## src/rtl/cri_pkg.sv

```systemverilog
package cri_pkg;

    // register port widths
    localparam int ADDR_W = 8;
    localparam int DATA_W = 8;

    // register offsets on the register port
    localparam logic [7:0] OFF_INT_CTRL = 8'h0B;
    localparam logic [7:0] OFF_INT_CTRL_ALT = 8'h8B;
    localparam logic [7:0] OFF_PERIPH_FLAGS = 8'h0C;
    localparam logic [7:0] OFF_CMP_CTRL = 8'h19;
    localparam logic [7:0] OFF_PIN_DIR = 8'h85;
    localparam logic [7:0] OFF_PERIPH_EN = 8'h8C;
    localparam logic [7:0] OFF_REF_CTRL = 8'h99;
    localparam logic [7:0] OFF_EVT_STATUS = 8'hA0;
    localparam logic [7:0] OFF_EVT_CLEAR = 8'hA1;
    localparam logic [7:0] OFF_EVT_ENABLE = 8'hA2;

    // values after reset
    localparam logic [7:0] RST_INT_CTRL = 8'h00;
    localparam logic [7:0] RST_PERIPH_FLAGS = 8'h00;
    localparam logic [7:0] RST_CMP_CTRL = 8'h00;
    localparam logic [7:0] RST_PIN_DIR = 8'h3F;
    localparam logic [7:0] RST_PERIPH_EN = 8'h00;
    localparam logic [7:0] RST_REF_CTRL = 8'h00;
    localparam logic [7:0] RST_EVT = 8'h00;

    // implemented bits of each register
    localparam logic [7:0] MASK_PERIPH = 8'hC9;
    localparam logic [7:0] MASK_PIN_DIR = 8'h3F;
    localparam logic [7:0] MASK_REF_CTRL = 8'hAF;
    localparam logic [7:0] MASK_CMP_WR = 8'h1F;
    localparam logic [7:0] MASK_EVT = 8'h01;

    // field positions
    localparam int BIT_GLOBAL_EN = 7;
    localparam int BIT_PERIPH_EN = 6;
    localparam int BIT_CMP_FLAG = 3;
    localparam int BIT_CMP_EN = 3;
    localparam int BIT_CMP_RESULT = 6;
    localparam int BIT_CMP_INVERT = 4;
    localparam int BIT_CMP_SWITCH = 3;
    localparam int BIT_REF_POWER = 7;
    localparam int BIT_REF_RANGE = 5;
    localparam int BIT_EVT_CHANGE = 0;
    localparam int MODE_W = 3;
    localparam int LEVEL_W = 4;

    // ladder tap in 96ths of supply: 96 is common to 24 and 32
    localparam int TAP_W = 7;
    localparam logic [6:0] TAP_HIGH_BASE = 7'h18;
    localparam logic [6:0] TAP_LOW_STEP = 7'h04;
    localparam logic [6:0] TAP_HIGH_STEP = 7'h03;

    // synchroniser depth
    localparam int SYNC_STAGES = 2;

endpackage : cri_pkg

```

## src/rtl/cri_comparator_ctrl.sv

```systemverilog
// Notes on behaviour
// - output change versus latched value sets flag
// - flag at bit 3; only software clears
// - writing 1 sets flag, simulated interrupt
// - live comparator output readable at bit 6
// - request needs comparator, peripheral, global enables
// - flag still sets while request disabled
// - control access re-latches output as reference
// - persisting mismatch keeps setting the flag
// - change during control read may be missed
// - reference control: power, range, level fields
// - low range: level times supply over 24
// - high range: quarter plus level over 32
// - invert bit flips reported comparator polarity
// - reset clears controls but sets pin directions to 3F, mode 000, reference off
// - comparator interrupt wakes device; registers kept
//
// Our own choice: the strobed register port.
module cri_comparator_ctrl #(
    parameter int SYNC_STAGES = cri_pkg::SYNC_STAGES
) (
    // clock and reset
    input wire logic mclk,
    input wire logic rst,
    // register port
    input wire logic [cri_pkg::ADDR_W-1:0] reg_addr,
    input wire logic [cri_pkg::DATA_W-1:0] reg_wdata,
    input wire logic reg_wr,
    input wire logic reg_rd,
    output logic [cri_pkg::DATA_W-1:0] reg_rdata,
    // analog comparator side
    input wire logic cmp_raw,
    output logic [cri_pkg::MODE_W-1:0] cmp_mode_select,
    output logic cmp_input_switch,
    output logic [5:0] pin_direction,
    // reference ladder side
    output logic ref_power_on,
    output logic ref_range_select,
    output logic [cri_pkg::LEVEL_W-1:0] ref_level,
    output logic [cri_pkg::TAP_W-1:0] ref_tap,
    // core side
    input wire logic sleep_active,
    output logic cmp_irq_req,
    output logic wake_req,
    output logic irq
);

    // refuse depths that cannot resynchronise
    // a single flop would let a metastable level reach the compare
    // and the flag logic at the same time, so two is the floor
    if (SYNC_STAGES < 2) begin : g_bad_depth
        $error("SYNC_STAGES must be at least 2");
    end

    // true when the port address selects the given offset
    function automatic logic hit(input logic [7:0] a, input logic [7:0] off);
        hit = (a == off);
    endfunction : hit

    // synchroniser chain for the raw comparator output
    logic [SYNC_STAGES-1:0] sync_q;
    logic [SYNC_STAGES-1:0] sync_d;

    // register state
    // every software visible register keeps a _q flop and a _d next
    // value; unimplemented bits are masked on the write path so that
    // reads never have to mask again
    logic [7:0] int_ctrl_q, int_ctrl_d; // global and peripheral enables
    logic [7:0] flags_q, flags_d; // peripheral flags
    logic [7:0] enables_q, enables_d; // peripheral enables
    logic [4:0] cmp_ctrl_q, cmp_ctrl_d; // invert, switch, mode
    logic [5:0] pin_dir_q, pin_dir_d; // pin directions
    logic [7:0] ref_ctrl_q, ref_ctrl_d; // reference control
    logic latched_q, latched_d; // reference for mismatch
    logic prev_q, prev_d; // previous result, for change events
    logic [7:0] evt_stat_q, evt_stat_d; // sticky event status
    logic [7:0] evt_en_q, evt_en_d; // event enables
    logic [7:0] rdata_q, rdata_d; // read data
    logic [6:0] tap_q, tap_d; // ladder tap in 96ths
    logic req_q, req_d; // core interrupt request
    logic wake_q, wake_d; // wake from sleep
    logic irq_q, irq_d; // event interrupt line

    // decoded helpers
    logic cmp_result; // polarity-corrected result
    logic cmp_access; // any access to comparator control
    logic mismatch; // result differs from latched value
    logic change; // one-cycle change of the result

    // synchroniser: stage 0 feeds only stage 1
    // the raw comparator level is free running with respect to mclk;
    // only the last stage is read by the rest of the block
    always_comb begin
        sync_d = {sync_q[SYNC_STAGES-2:0], cmp_raw};
    end

    // synchroniser flops
    always_ff @(posedge mclk) begin
        if (rst) begin
            sync_q <= '0;
        end else begin
            sync_d_reg: sync_q <= sync_d;
        end
    end

    // result, mismatch and access decode
    // the latched value is the reference that software last saw;
    // mismatch stays true until the result falls back to it or an access of the control register
    // copies the present result into it
    always_comb begin
        // invert applied after the synchroniser
        cmp_result = sync_q[SYNC_STAGES-1]
            ^ cmp_ctrl_q[cri_pkg::BIT_CMP_INVERT];
        cmp_access = (reg_rd | reg_wr)
            & hit(reg_addr, cri_pkg::OFF_CMP_CTRL);
        mismatch = cmp_result != latched_q;
        change = cmp_result != prev_q;
    end

    // next state of the register file and flags
    // defaults hold every register but prev_q, which takes the result; the write decode below then
    // overrides, and the hardware set paths come last so that they
    // win over a software clear in the same cycle
    always_comb begin
        int_ctrl_d = int_ctrl_q;
        flags_d = flags_q;
        enables_d = enables_q;
        cmp_ctrl_d = cmp_ctrl_q;
        pin_dir_d = pin_dir_q;
        ref_ctrl_d = ref_ctrl_q;
        evt_en_d = evt_en_q;
        evt_stat_d = evt_stat_q;
        prev_d = cmp_result;
        latched_d = latched_q;

        // writes store only implemented bits
        if (reg_wr) begin
            if (hit(reg_addr, cri_pkg::OFF_INT_CTRL)
                || hit(reg_addr, cri_pkg::OFF_INT_CTRL_ALT)) begin
                int_ctrl_d = reg_wdata;
            end
            if (hit(reg_addr, cri_pkg::OFF_PERIPH_FLAGS)) begin
                // writing 1 or 0 to the flag bit
                flags_d = reg_wdata & cri_pkg::MASK_PERIPH;
            end
            if (hit(reg_addr, cri_pkg::OFF_PERIPH_EN)) begin
                enables_d = reg_wdata & cri_pkg::MASK_PERIPH;
            end
            if (hit(reg_addr, cri_pkg::OFF_CMP_CTRL)) begin
                // result bit position is dropped
                cmp_ctrl_d = reg_wdata[4:0];
            end
            if (hit(reg_addr, cri_pkg::OFF_PIN_DIR)) begin
                pin_dir_d = reg_wdata[5:0];
            end
            if (hit(reg_addr, cri_pkg::OFF_REF_CTRL)) begin
                // unimplemented bits 6 and 4 stay zero
                ref_ctrl_d = reg_wdata & cri_pkg::MASK_REF_CTRL;
            end
            if (hit(reg_addr, cri_pkg::OFF_EVT_ENABLE)) begin
                evt_en_d = reg_wdata & cri_pkg::MASK_EVT;
            end
            if (hit(reg_addr, cri_pkg::OFF_EVT_CLEAR)) begin
                // write one to clear
                evt_stat_d = evt_stat_q & ~reg_wdata;
            end
        end

        // access ends the mismatch by re-latching
        // reads and writes both count, so a service routine may use
        // either to acknowledge the change it has seen
        if (cmp_access) begin
            latched_d = cmp_result;
        end

        // mismatch keeps setting the flag, winning over a clear;
        // a coincident control access masks it for that cycle
        if (mismatch && !cmp_access) begin
            flags_d[cri_pkg::BIT_CMP_FLAG] = 1'b1;
        end

        // sticky event, set wins over clear
        if (change) begin
            evt_stat_d[cri_pkg::BIT_EVT_CHANGE] = 1'b1;
        end
    end

    // register file flops
    always_ff @(posedge mclk) begin
        if (rst) begin
            // reset values: mode 000, reference off
            int_ctrl_q <= cri_pkg::RST_INT_CTRL;
            flags_q <= cri_pkg::RST_PERIPH_FLAGS;
            enables_q <= cri_pkg::RST_PERIPH_EN;
            cmp_ctrl_q <= cri_pkg::RST_CMP_CTRL[4:0];
            pin_dir_q <= cri_pkg::RST_PIN_DIR[5:0];
            ref_ctrl_q <= cri_pkg::RST_REF_CTRL;
            evt_en_q <= cri_pkg::RST_EVT;
            evt_stat_q <= cri_pkg::RST_EVT;
            prev_q <= 1'b0;
            latched_q <= 1'b0;
        end else begin
            // sleep does not touch these registers
            int_ctrl_q <= int_ctrl_d;
            flags_q <= flags_d;
            enables_q <= enables_d;
            cmp_ctrl_q <= cmp_ctrl_d;
            pin_dir_q <= pin_dir_d;
            ref_ctrl_q <= ref_ctrl_d;
            evt_en_q <= evt_en_d;
            evt_stat_q <= evt_stat_d;
            prev_q <= prev_d;
            latched_q <= latched_d;
        end
    end

    // read mux, answer in the next cycle
    // data stand for exactly one cycle and fall back to zero, so a
    // bus that ors several slaves together sees nothing stale
    always_comb begin
        rdata_d = 8'h00;
        if (reg_rd) begin
            if (hit(reg_addr, cri_pkg::OFF_INT_CTRL)
                || hit(reg_addr, cri_pkg::OFF_INT_CTRL_ALT)) begin
                rdata_d = int_ctrl_q;
            end else if (hit(reg_addr, cri_pkg::OFF_PERIPH_FLAGS)) begin
                rdata_d = flags_q;
            end else if (hit(reg_addr, cri_pkg::OFF_PERIPH_EN)) begin
                rdata_d = enables_q;
            end else if (hit(reg_addr, cri_pkg::OFF_CMP_CTRL)) begin
                // live result at bit 6, bits 7 and 5 read zero
                rdata_d = {1'b0, cmp_result, 1'b0, cmp_ctrl_q};
            end else if (hit(reg_addr, cri_pkg::OFF_PIN_DIR)) begin
                rdata_d = {2'h0, pin_dir_q};
            end else if (hit(reg_addr, cri_pkg::OFF_REF_CTRL)) begin
                rdata_d = ref_ctrl_q;
            end else if (hit(reg_addr, cri_pkg::OFF_EVT_STATUS)) begin
                rdata_d = evt_stat_q;
            end else if (hit(reg_addr, cri_pkg::OFF_EVT_ENABLE)) begin
                rdata_d = evt_en_q;
            end else begin
                // unmapped and write-only offsets read zero
                rdata_d = 8'h00;
            end
        end
    end

    // ladder tap and interrupt outputs
    // the tap is counted in 96ths of supply, the smallest unit that
    // both ranges hit exactly, so the ladder needs no rounding
    // the request paths use the next flag value so that the core
    // sees a request in the same cycle as the flag itself
    always_comb begin
        logic [3:0] lvl;
        lvl = ref_ctrl_q[3:0];
        if (!ref_ctrl_q[cri_pkg::BIT_REF_POWER]) begin
            // powered down ladder has no tap
            tap_d = 7'h00;
        end else if (ref_ctrl_q[cri_pkg::BIT_REF_RANGE]) begin
            // low range: 4 ninety-sixths per level
            tap_d = 7'({3'h0, lvl} * cri_pkg::TAP_LOW_STEP);
        end else begin
            // high range: quarter plus 3 ninety-sixths per level
            tap_d = 7'(cri_pkg::TAP_HIGH_BASE
                + {3'h0, lvl} * cri_pkg::TAP_HIGH_STEP);
        end
        // request only when all three enables are set
        req_d = flags_d[cri_pkg::BIT_CMP_FLAG]
            & enables_q[cri_pkg::BIT_CMP_EN]
            & int_ctrl_q[cri_pkg::BIT_PERIPH_EN]
            & int_ctrl_q[cri_pkg::BIT_GLOBAL_EN];
        // wake needs only the comparator enable while asleep
        wake_d = sleep_active & flags_d[cri_pkg::BIT_CMP_FLAG]
            & enables_q[cri_pkg::BIT_CMP_EN];
        irq_d = |(evt_stat_d & evt_en_d);
    end

    // output flops
    always_ff @(posedge mclk) begin
        if (rst) begin
            rdata_q <= 8'h00;
            tap_q <= 7'h00;
            req_q <= 1'b0;
            wake_q <= 1'b0;
            irq_q <= 1'b0;
        end else begin
            rdata_q <= rdata_d;
            tap_q <= tap_d;
            req_q <= req_d;
            wake_q <= wake_d;
            irq_q <= irq_d;
        end
    end

    // port drive, all from flops
    // nothing below adds logic: each port is a wire onto a register
    // so the far side never sees a glitch from the decode
    assign reg_rdata = rdata_q;
    assign cmp_mode_select = cmp_ctrl_q[2:0];
    assign cmp_input_switch = cmp_ctrl_q[cri_pkg::BIT_CMP_SWITCH];
    assign pin_direction = pin_dir_q;
    assign ref_power_on = ref_ctrl_q[cri_pkg::BIT_REF_POWER];
    assign ref_range_select = ref_ctrl_q[cri_pkg::BIT_REF_RANGE];
    assign ref_level = ref_ctrl_q[3:0];
    assign ref_tap = tap_q;
    assign cmp_irq_req = req_q;
    assign wake_req = wake_q;
    assign irq = irq_q;

endmodule : cri_comparator_ctrl

```

## config.mk

```make
export PLATFORM = sky130hd
export DESIGN_NAME = cri_comparator_ctrl
export DESIGN_NICKNAME = d
export VERILOG_FILES = /design/src/rtl/cri_pkg.sv /design/src/rtl/cri_comparator_ctrl.sv
export SDC_FILE = /design/constraint.sdc
export NUM_CORES = 1
export LEC_CHECK = 0
export ABC_AREA = 0
export ABC_CLOCK_PERIOD_IN_PS = 2100
export BUFFER_PORTS_ARGS = -buffer_cell sky130_fd_sc_hd__buf_2
export CAP_MARGIN = 20
export CORE_ASPECT_RATIO = 0.6
export CORE_MARGIN = 10
export CORE_UTILIZATION = 51
export CTS_CLUSTER_DIAMETER = 200
export DETAILED_ROUTE_END_ITERATION = 10
export GPL_ROUTABILITY_DRIVEN = 0
export PLACE_DENSITY = 0.81
export REMOVE_ABC_BUFFERS = 1
export SYNTH_ARGS = -nofsm -noshare
export SYNTH_HDL_FRONTEND = slang
export SYNTH_SLANG_ARGS = --single-unit
```

## constraint.sdc

```tcl
create_clock -name mclk -period 2.1 [get_ports mclk]
set_clock_uncertainty 0.15 [all_clocks]
set_input_delay 0.63 -clock mclk [delete_from_list [all_inputs] [get_ports mclk]]
set_output_delay 0.63 -clock mclk [all_outputs]
set_load 0.05 [all_outputs]
```

==> results of run 1 <==
worst max-delay path, delay by kind of cell:
kind / cells / cell delay [ns]
AND/OR/NAND/NOR: 3 / 0.75
buffers and inverters: 4 / 0.74
AO/OA/AOI/OAI: 1 / 0.08
final timing paths:
path	from	to	slack, ns	cells past startpoint
setup / recovery	reg_addr[4]	pin_direction[4]	-0.002	8
setup reg to reg	ref_ctrl_q[2]	ref_tap[5]	0.09	7
hold reg to reg	sync_q[0]	sync_q[1]	0.31	1
hold / removal	sync_q[0]	sync_q[1]	0.31	1
power by group through the flow:
stage          logic, mW  registers, mW  clock network, mW
6_report           0.234           1.35              0.997
5_1_grt            0.246           1.35               1.08
4_1_cts            0.225           1.36               1.02
3_5_place_dp       0.224           1.39                  0
3_3_place_gp       0.218           1.39                  0
2_1_floorplan     0.0657           1.39                  0
state kept, by name, indices dropped and copies added, names as in the netlist, 5 cells and up:
signal,flops
evt_stat_q,8
ref_ctrl_q,6
ref_tap,7
cmp_ctrl_q,5
evt_en_q,8
pin_direction,6
int_ctrl_q,8
reg_rdata,8
what timing repair did:
| action | CTS | global route |
|---|---|---|
| hold endpoints to repair | 0 | 0 |
| setup endpoints to repair | 1 | 9 |
| resized for setup | 3 | 6 |
| pin swaps | 0 | 2 |
cell type report:
cell class	instances	area, um2
clock buffer	15	176
fill	502	1920
inverter	10	37.5
multi-input combinational	255	1850
sequential	71	1430
timing repair buffer	123	786
tap	84	105
layout by cell type (no fill, tap or decap), types with 5 or more instances in the layout:
master / synthesis / final
ha_1: 5 / 5
and3_1: 9 / 9
nor2b_1: 8 / 8
nand3b_1: 8 / 8
clkbuf_8: 0 / 12
nand3_1: 8 / 8
mux2_2: 5 / 5
buf_4: 3 / 68
nor4_1: 7 / 6
nand2_1: 11 / 11
dfxtp_1: 71 / 68
mux2i_1: 33 / 33
buf_2: 7 / 55
nor2_1: 39 / 39
nand2b_1: 11 / 11
inv_1: 10 / 10
and2_1: 7 / 7
a21oi_1: 21 / 20
nor3_1: 9 / 9
kinds of logic after synthesis:
group | synth area share (%)
xor+xnor | 1.47
compound gates | 12.9
flops | 41.6
simple gates | 25.1
fa+ha+maj | 3.00
buf+inv | 4.58
mux | 11.3
layer usage:
| layer | wire (um) | global-route usage (%) | vias to the layer above |
|---|---|---|---|
| met5 | 0 | 0 | - |
| met4 | 200 | 6.63 | 0 |
| met3 | 1340 | 8.19 | 21 |
| met2 | 4490 | 27.7 | 202 |
| met1 | 4730 | 28.0 | 1594 |
| li1 | - | - | 1535 |
per-stage QoR:
step | instances | worst slack [ns] | hold WS, ns | instance area [um2] | TNS [ns]
3_5_place_dp | 543 | -0.328 | 0.305 | 4190 | -9.52
5_1_grt | 558 | -0.0414 | 0.331 | 4390 | -0.129
4_1_cts | 558 | 0.00811 | 0.308 | 4370 | 0
2_1_floorplan | 336 | -0.419 | 0.264 | 3300 | -2.72
3_3_place_gp | 543 | -0.278 | 0.271 | 4190 | -7.28
6_report | 558 | -0.00223 | 0.314 | 4390 | -0.00322
==> results.sh, run 1 <==
export IMPL_status="finished, violations left"
export IMPL_violations="negative setup slack"
export IMPL_initial_utilization_pct=54.2
export IMPL_die_area_um2=10500
export IMPL_nets=499
export IMPL_yosys_cell_types_count=60
export IMPL_avgRoutedWirePerCell_um=19.3
export IMPL_hold_path_class="flop to flop"
export IMPL_worstMarginPinSlew_ns=0.491
export IMPL_ys_ff_latch=71
export IMPL_ant_nets=0
export IMPL_synth_ff_type="dfxtp_1"
export IMPL_max_slew_margin_rel_pct=67.1
export IMPL_max_freq_mhz=476
export IMPL_viasPerCell=6.01
export IMPL_io_buffers=55
export IMPL_crit_path_start_kind="input port"
export IMPL_cpMostUsedCell="buf_4"
export IMPL_grt_max_degree=25
export IMPL_dr_first_iter_drc_count=352
export IMPL_synth_top_area_share_pct=41.6
export IMPL_cts_buffers=9
export IMPL_p_seq_share_pct=52.4
export IMPL_cts_sinks=71
export IMPL_diodes=0
export IMPL_die_x_um=126
export IMPL_core_um2=6300
export IMPL_p_clk_share_pct=38.6
export IMPL_insertion_delay_ns=0.36
export IMPL_synth_edf_count=0
export IMPL_sw_frac_of_total_pct=23.8
export IMPL_async_reset_ff_share_pct=0
export IMPL_synth_area_top_cells="dfxtp_1 (42%), mux2i_1 (9.7%), nor2_1 (4.3%), a21oi_1 (3.1%), nand2b_1 (2.0%)"
export IMPL_p_leak_nw=2.00
export IMPL_cts_hold_buf=0
export IMPL_yosysWarnings=0
export IMPL_syn2layout_area_growth_pct=28.4
export IMPL_avgSynthCellArea_um2=9.44
export IMPL_syn_inst=362
export IMPL_power_frac_comb_pct=9.0
export IMPL_gr_total_overflow=0
export IMPL_slowest_stage="nor4b_1"
export IMPL_period_share_pct=100
export IMPL_synth_most_common_cell="dfxtp_1"
export IMPL_setup_violations=2
export IMPL_finalCriticalPeriod_ns=2.10
export IMPL_drc=0
export IMPL_maxCapViolations=0
export IMPL_path_clk_slew_ns=0.07
export IMPL_drv_slew=0
export IMPL_required_ns=2.20
export IMPL_grt_usage_pct=20.3
export IMPL_critPathKind="input port to flop"
export IMPL_power_total_mw=2.59
export IMPL_route_vias_total=3352
export IMPL_synth_area_leader_cell="dfxtp_1"
export IMPL_drive_gt1_share_pct=33.3
export IMPL_grt_first_pass_wirelength_mm=17.1
export IMPL_switchingPower_uw=616
export IMPL_crit_path_max_fanout=6
export IMPL_firstDrtPassIters=5
export IMPL_detailed_place_hpwl_mm=8.37
export IMPL_fin_util_pct=69.6
export IMPL_ys_seq_area_share_pct=41.6
export IMPL_arrival_ns=2.20
export IMPL_first_global_vias=3208
export IMPL_power_density_nw_per_um2=590
export IMPL_cts_tree="built"
export IMPL_max_stage_delay_ns=0.40
export IMPL_ios=56
export IMPL_p_int_mw=1.97
export IMPL_synth_area_um2=3420
export IMPL_hold_viol_final=0
export IMPL_die_h_um=83.4
export IMPL_synth_commonest_cells="dfxtp_1 (71), nor2_1 (39), mux2i_1 (33), a21oi_1 (21), clkbuf_1 (13)"
export IMPL_antenna_found_initial=0
export IMPL_rows=22
export IMPL_vdd_ir_drop_max_v=0.000473
export IMPL_endpoint_kind="flop"
export IMPL_clk_path_buf_depth=2
export IMPL_cts_root_buf="clkbuf_8"
export IMPL_rsz0062_at_grt="yes"
export IMPL_path_cells="buf_2 > buf_4 > nor4b_1 > buf_4 > nand3_1 > buf_4 > nor2_1 > o21bai_1"
export IMPL_post_cts_repair_setup_buffers=0
export IMPL_h_tree_depth=3
export IMPL_drt_wl_total_mm=10.8
export IMPL_fin_ws_ns=-0.00223
Power figures use the tool's default switching activity.
==> run 2: changes to the inputs <==
--- a/config.mk
+++ b/config.mk
@@ -17,6 +17,7 @@
 export GPL_ROUTABILITY_DRIVEN = 0
 export PLACE_DENSITY = 0.81
 export REMOVE_ABC_BUFFERS = 1
+export SKIP_CTS_REPAIR_TIMING = 1
 export SYNTH_ARGS = -nofsm -noshare
 export SYNTH_HDL_FRONTEND = slang
 export SYNTH_SLANG_ARGS = --single-unit
==> run 2 against run 1 <==
The run now ends clean. Core utilization up 0.32 points. Sequential power about the same. Worst hold slack worse by 0.0018 ns. Global-route usage about the same. Die area unchanged. Critical path depth down 1. First-iteration DRC count up 11%. Sequential cell count unchanged. Combinational power up 2%. Power up 0.39%. Critical path type unchanged. Highest routed layer unchanged.
==> results.sh, run 2 (synthesized netlist as in run 1, its figures left out) <==
export IMPL_hold_path_class="flop to flop"
export IMPL_finalCriticalPeriod_ns=2.05
export IMPL_critPathKind="input port to flop"
export IMPL_cts_buffers=9
export IMPL_period_share_pct=97.4
export IMPL_insertion_delay_ns=0.37
export IMPL_cts_sinks=71
export IMPL_drv_slew=0
export IMPL_grt_max_degree=25
export IMPL_ios=56
export IMPL_grt_first_pass_wirelength_mm=17.1
export IMPL_initial_utilization_pct=54.2
export IMPL_fin_hold_ws_ns=0.312
export IMPL_path_clk_slew_ns=0.07
export IMPL_firstDrtPassIters=6
export IMPL_h_tree_depth=3
export IMPL_power_density_nw_per_um2=589
export IMPL_hold_viol_final=0
export IMPL_fillers=498
export IMPL_drc=0
export IMPL_die_h_um=83.4
export IMPL_crit_path_max_fanout=5
export IMPL_antenna_found_initial=0
export IMPL_maxCapViolations=0
export IMPL_detailed_place_hpwl_mm=8.37
export IMPL_max_slew_margin_rel_pct=66.9
export IMPL_layout_common_cells="dfxtp_1 (68), buf_4 (68), buf_2 (55), nor2_1 (39), mux2i_1 (33)"
export IMPL_setup_tns_final_ns=0
export IMPL_rows=22
export IMPL_syn2layout_area_growth_pct=29.0
export IMPL_avgRoutedWirePerCell_um=19.4
export IMPL_arrival_ns=2.18
export IMPL_nets=499
export IMPL_core_um2=6300
export IMPL_cts_root_buf="clkbuf_8"
export IMPL_cts_tree="built"
export IMPL_route_vias_total=3376
export IMPL_final_cells=558
export IMPL_dr_first_iter_drc_count=390
export IMPL_gr_total_overflow=0
export IMPL_p_leak_nw=2.01
export IMPL_drt_wl_total_mm=10.8
export IMPL_die_area_um2=10500
export IMPL_place_inst=543
export IMPL_max_freq_mhz=489
export IMPL_die_x_um=126
export IMPL_crit_path_start_kind="input port"
export IMPL_rsz0062_at_grt="no"
export IMPL_first_global_vias=3208
export IMPL_io_buffers=55
export IMPL_vdd_ir_drop_max_v=0.000475
export IMPL_grt_usage_pct=20.3
export IMPL_endpoint_kind="flop"
export IMPL_clk_path_buf_depth=2
export IMPL_required_ns=2.24
export IMPL_viasPerCell=6.05
export IMPL_ant_nets=0
export IMPL_setup_violations=0
export IMPL_drive_gt1_share_pct=33.8
export IMPL_status="completed"
export IMPL_diodes=0
export IMPL_worstMarginPinSlew_ns=0.494
-- run 2: cell count changes in the layout (fill, tap and decap cells not counted) --
cell       delta
a2111oi_0     -1
a2111oi_1     +1
nor4b_1       -1
or4b_1        -1
nor4b_4       +1
or4b_4        +1
-- run 2: layout make-up --
| class | instances | area, um2 | share of cell area, % |
|---|---|---|---|
| repair buffers | 123 | 786 | 17.8 |
| flip-flops and latches | 71 | 1430 | 32.4 |
| multi-input cells | 255 | 1870 | 42.5 |
| clock buffers | 15 | 176 | 4.00 |
| inverters | 10 | 37.5 | 0.852 |
| well taps | 84 | 105 | 2.39 |
-- run 2: power breakdown --
part / switching (mW) / internal, mW
logic: 0.139 / 0.0993
registers: 0.00351 / 1.35
clock network: 0.482 / 0.521
total: 0.624 / 1.97
-- run 2: path summary, 6_finish.rpt --
path | from | to | slack (ns) | cells past startpoint
worst max register to register | ref_ctrl_q[2] | ref_tap[5] | 0.11 | 7
worst min-delay path | sync_q[0] | sync_q[1] | 0.31 | 1
worst min register to register | sync_q[0] | sync_q[1] | 0.31 | 1
worst max-delay path | reg_addr[1] | reg_rdata[1] | 0.05 | 7
-- run 2: through the flow --
step           setup WS, ns  utilization [%]  total power [mW]  area, um2
3_3_place_gp         -0.278             66.4              1.60       4190
5_1_grt              0.0109             69.9              2.68       4410
2_1_floorplan        -0.419                -              1.45       3300
4_1_cts             -0.0867             69.2              2.60       4360
3_5_place_dp         -0.328             66.4              1.61       4190
6_report             0.0544             69.9              2.60       4410
-- run 2: worst max-delay path, cell delays in order --
cell	delay, ns
buf_2	0.14
nand4bb_1	0.27
buf_4	0.20
buf_4	0.14
a2111oi_1	0.38
o311ai_0	0.21
a21oi_1	0.20
-- run 2: routing by layer --
metal / vias up / part of all wire (%) / global-route usage [%]
met4: 0 / 2.0 / 6.63
met1: 1602 / 44 / 28.0
met3: 33 / 13 / 8.19
li1: 1530 / - / -
met5: - / 0 / 0
met2: 211 / 41 / 27.7
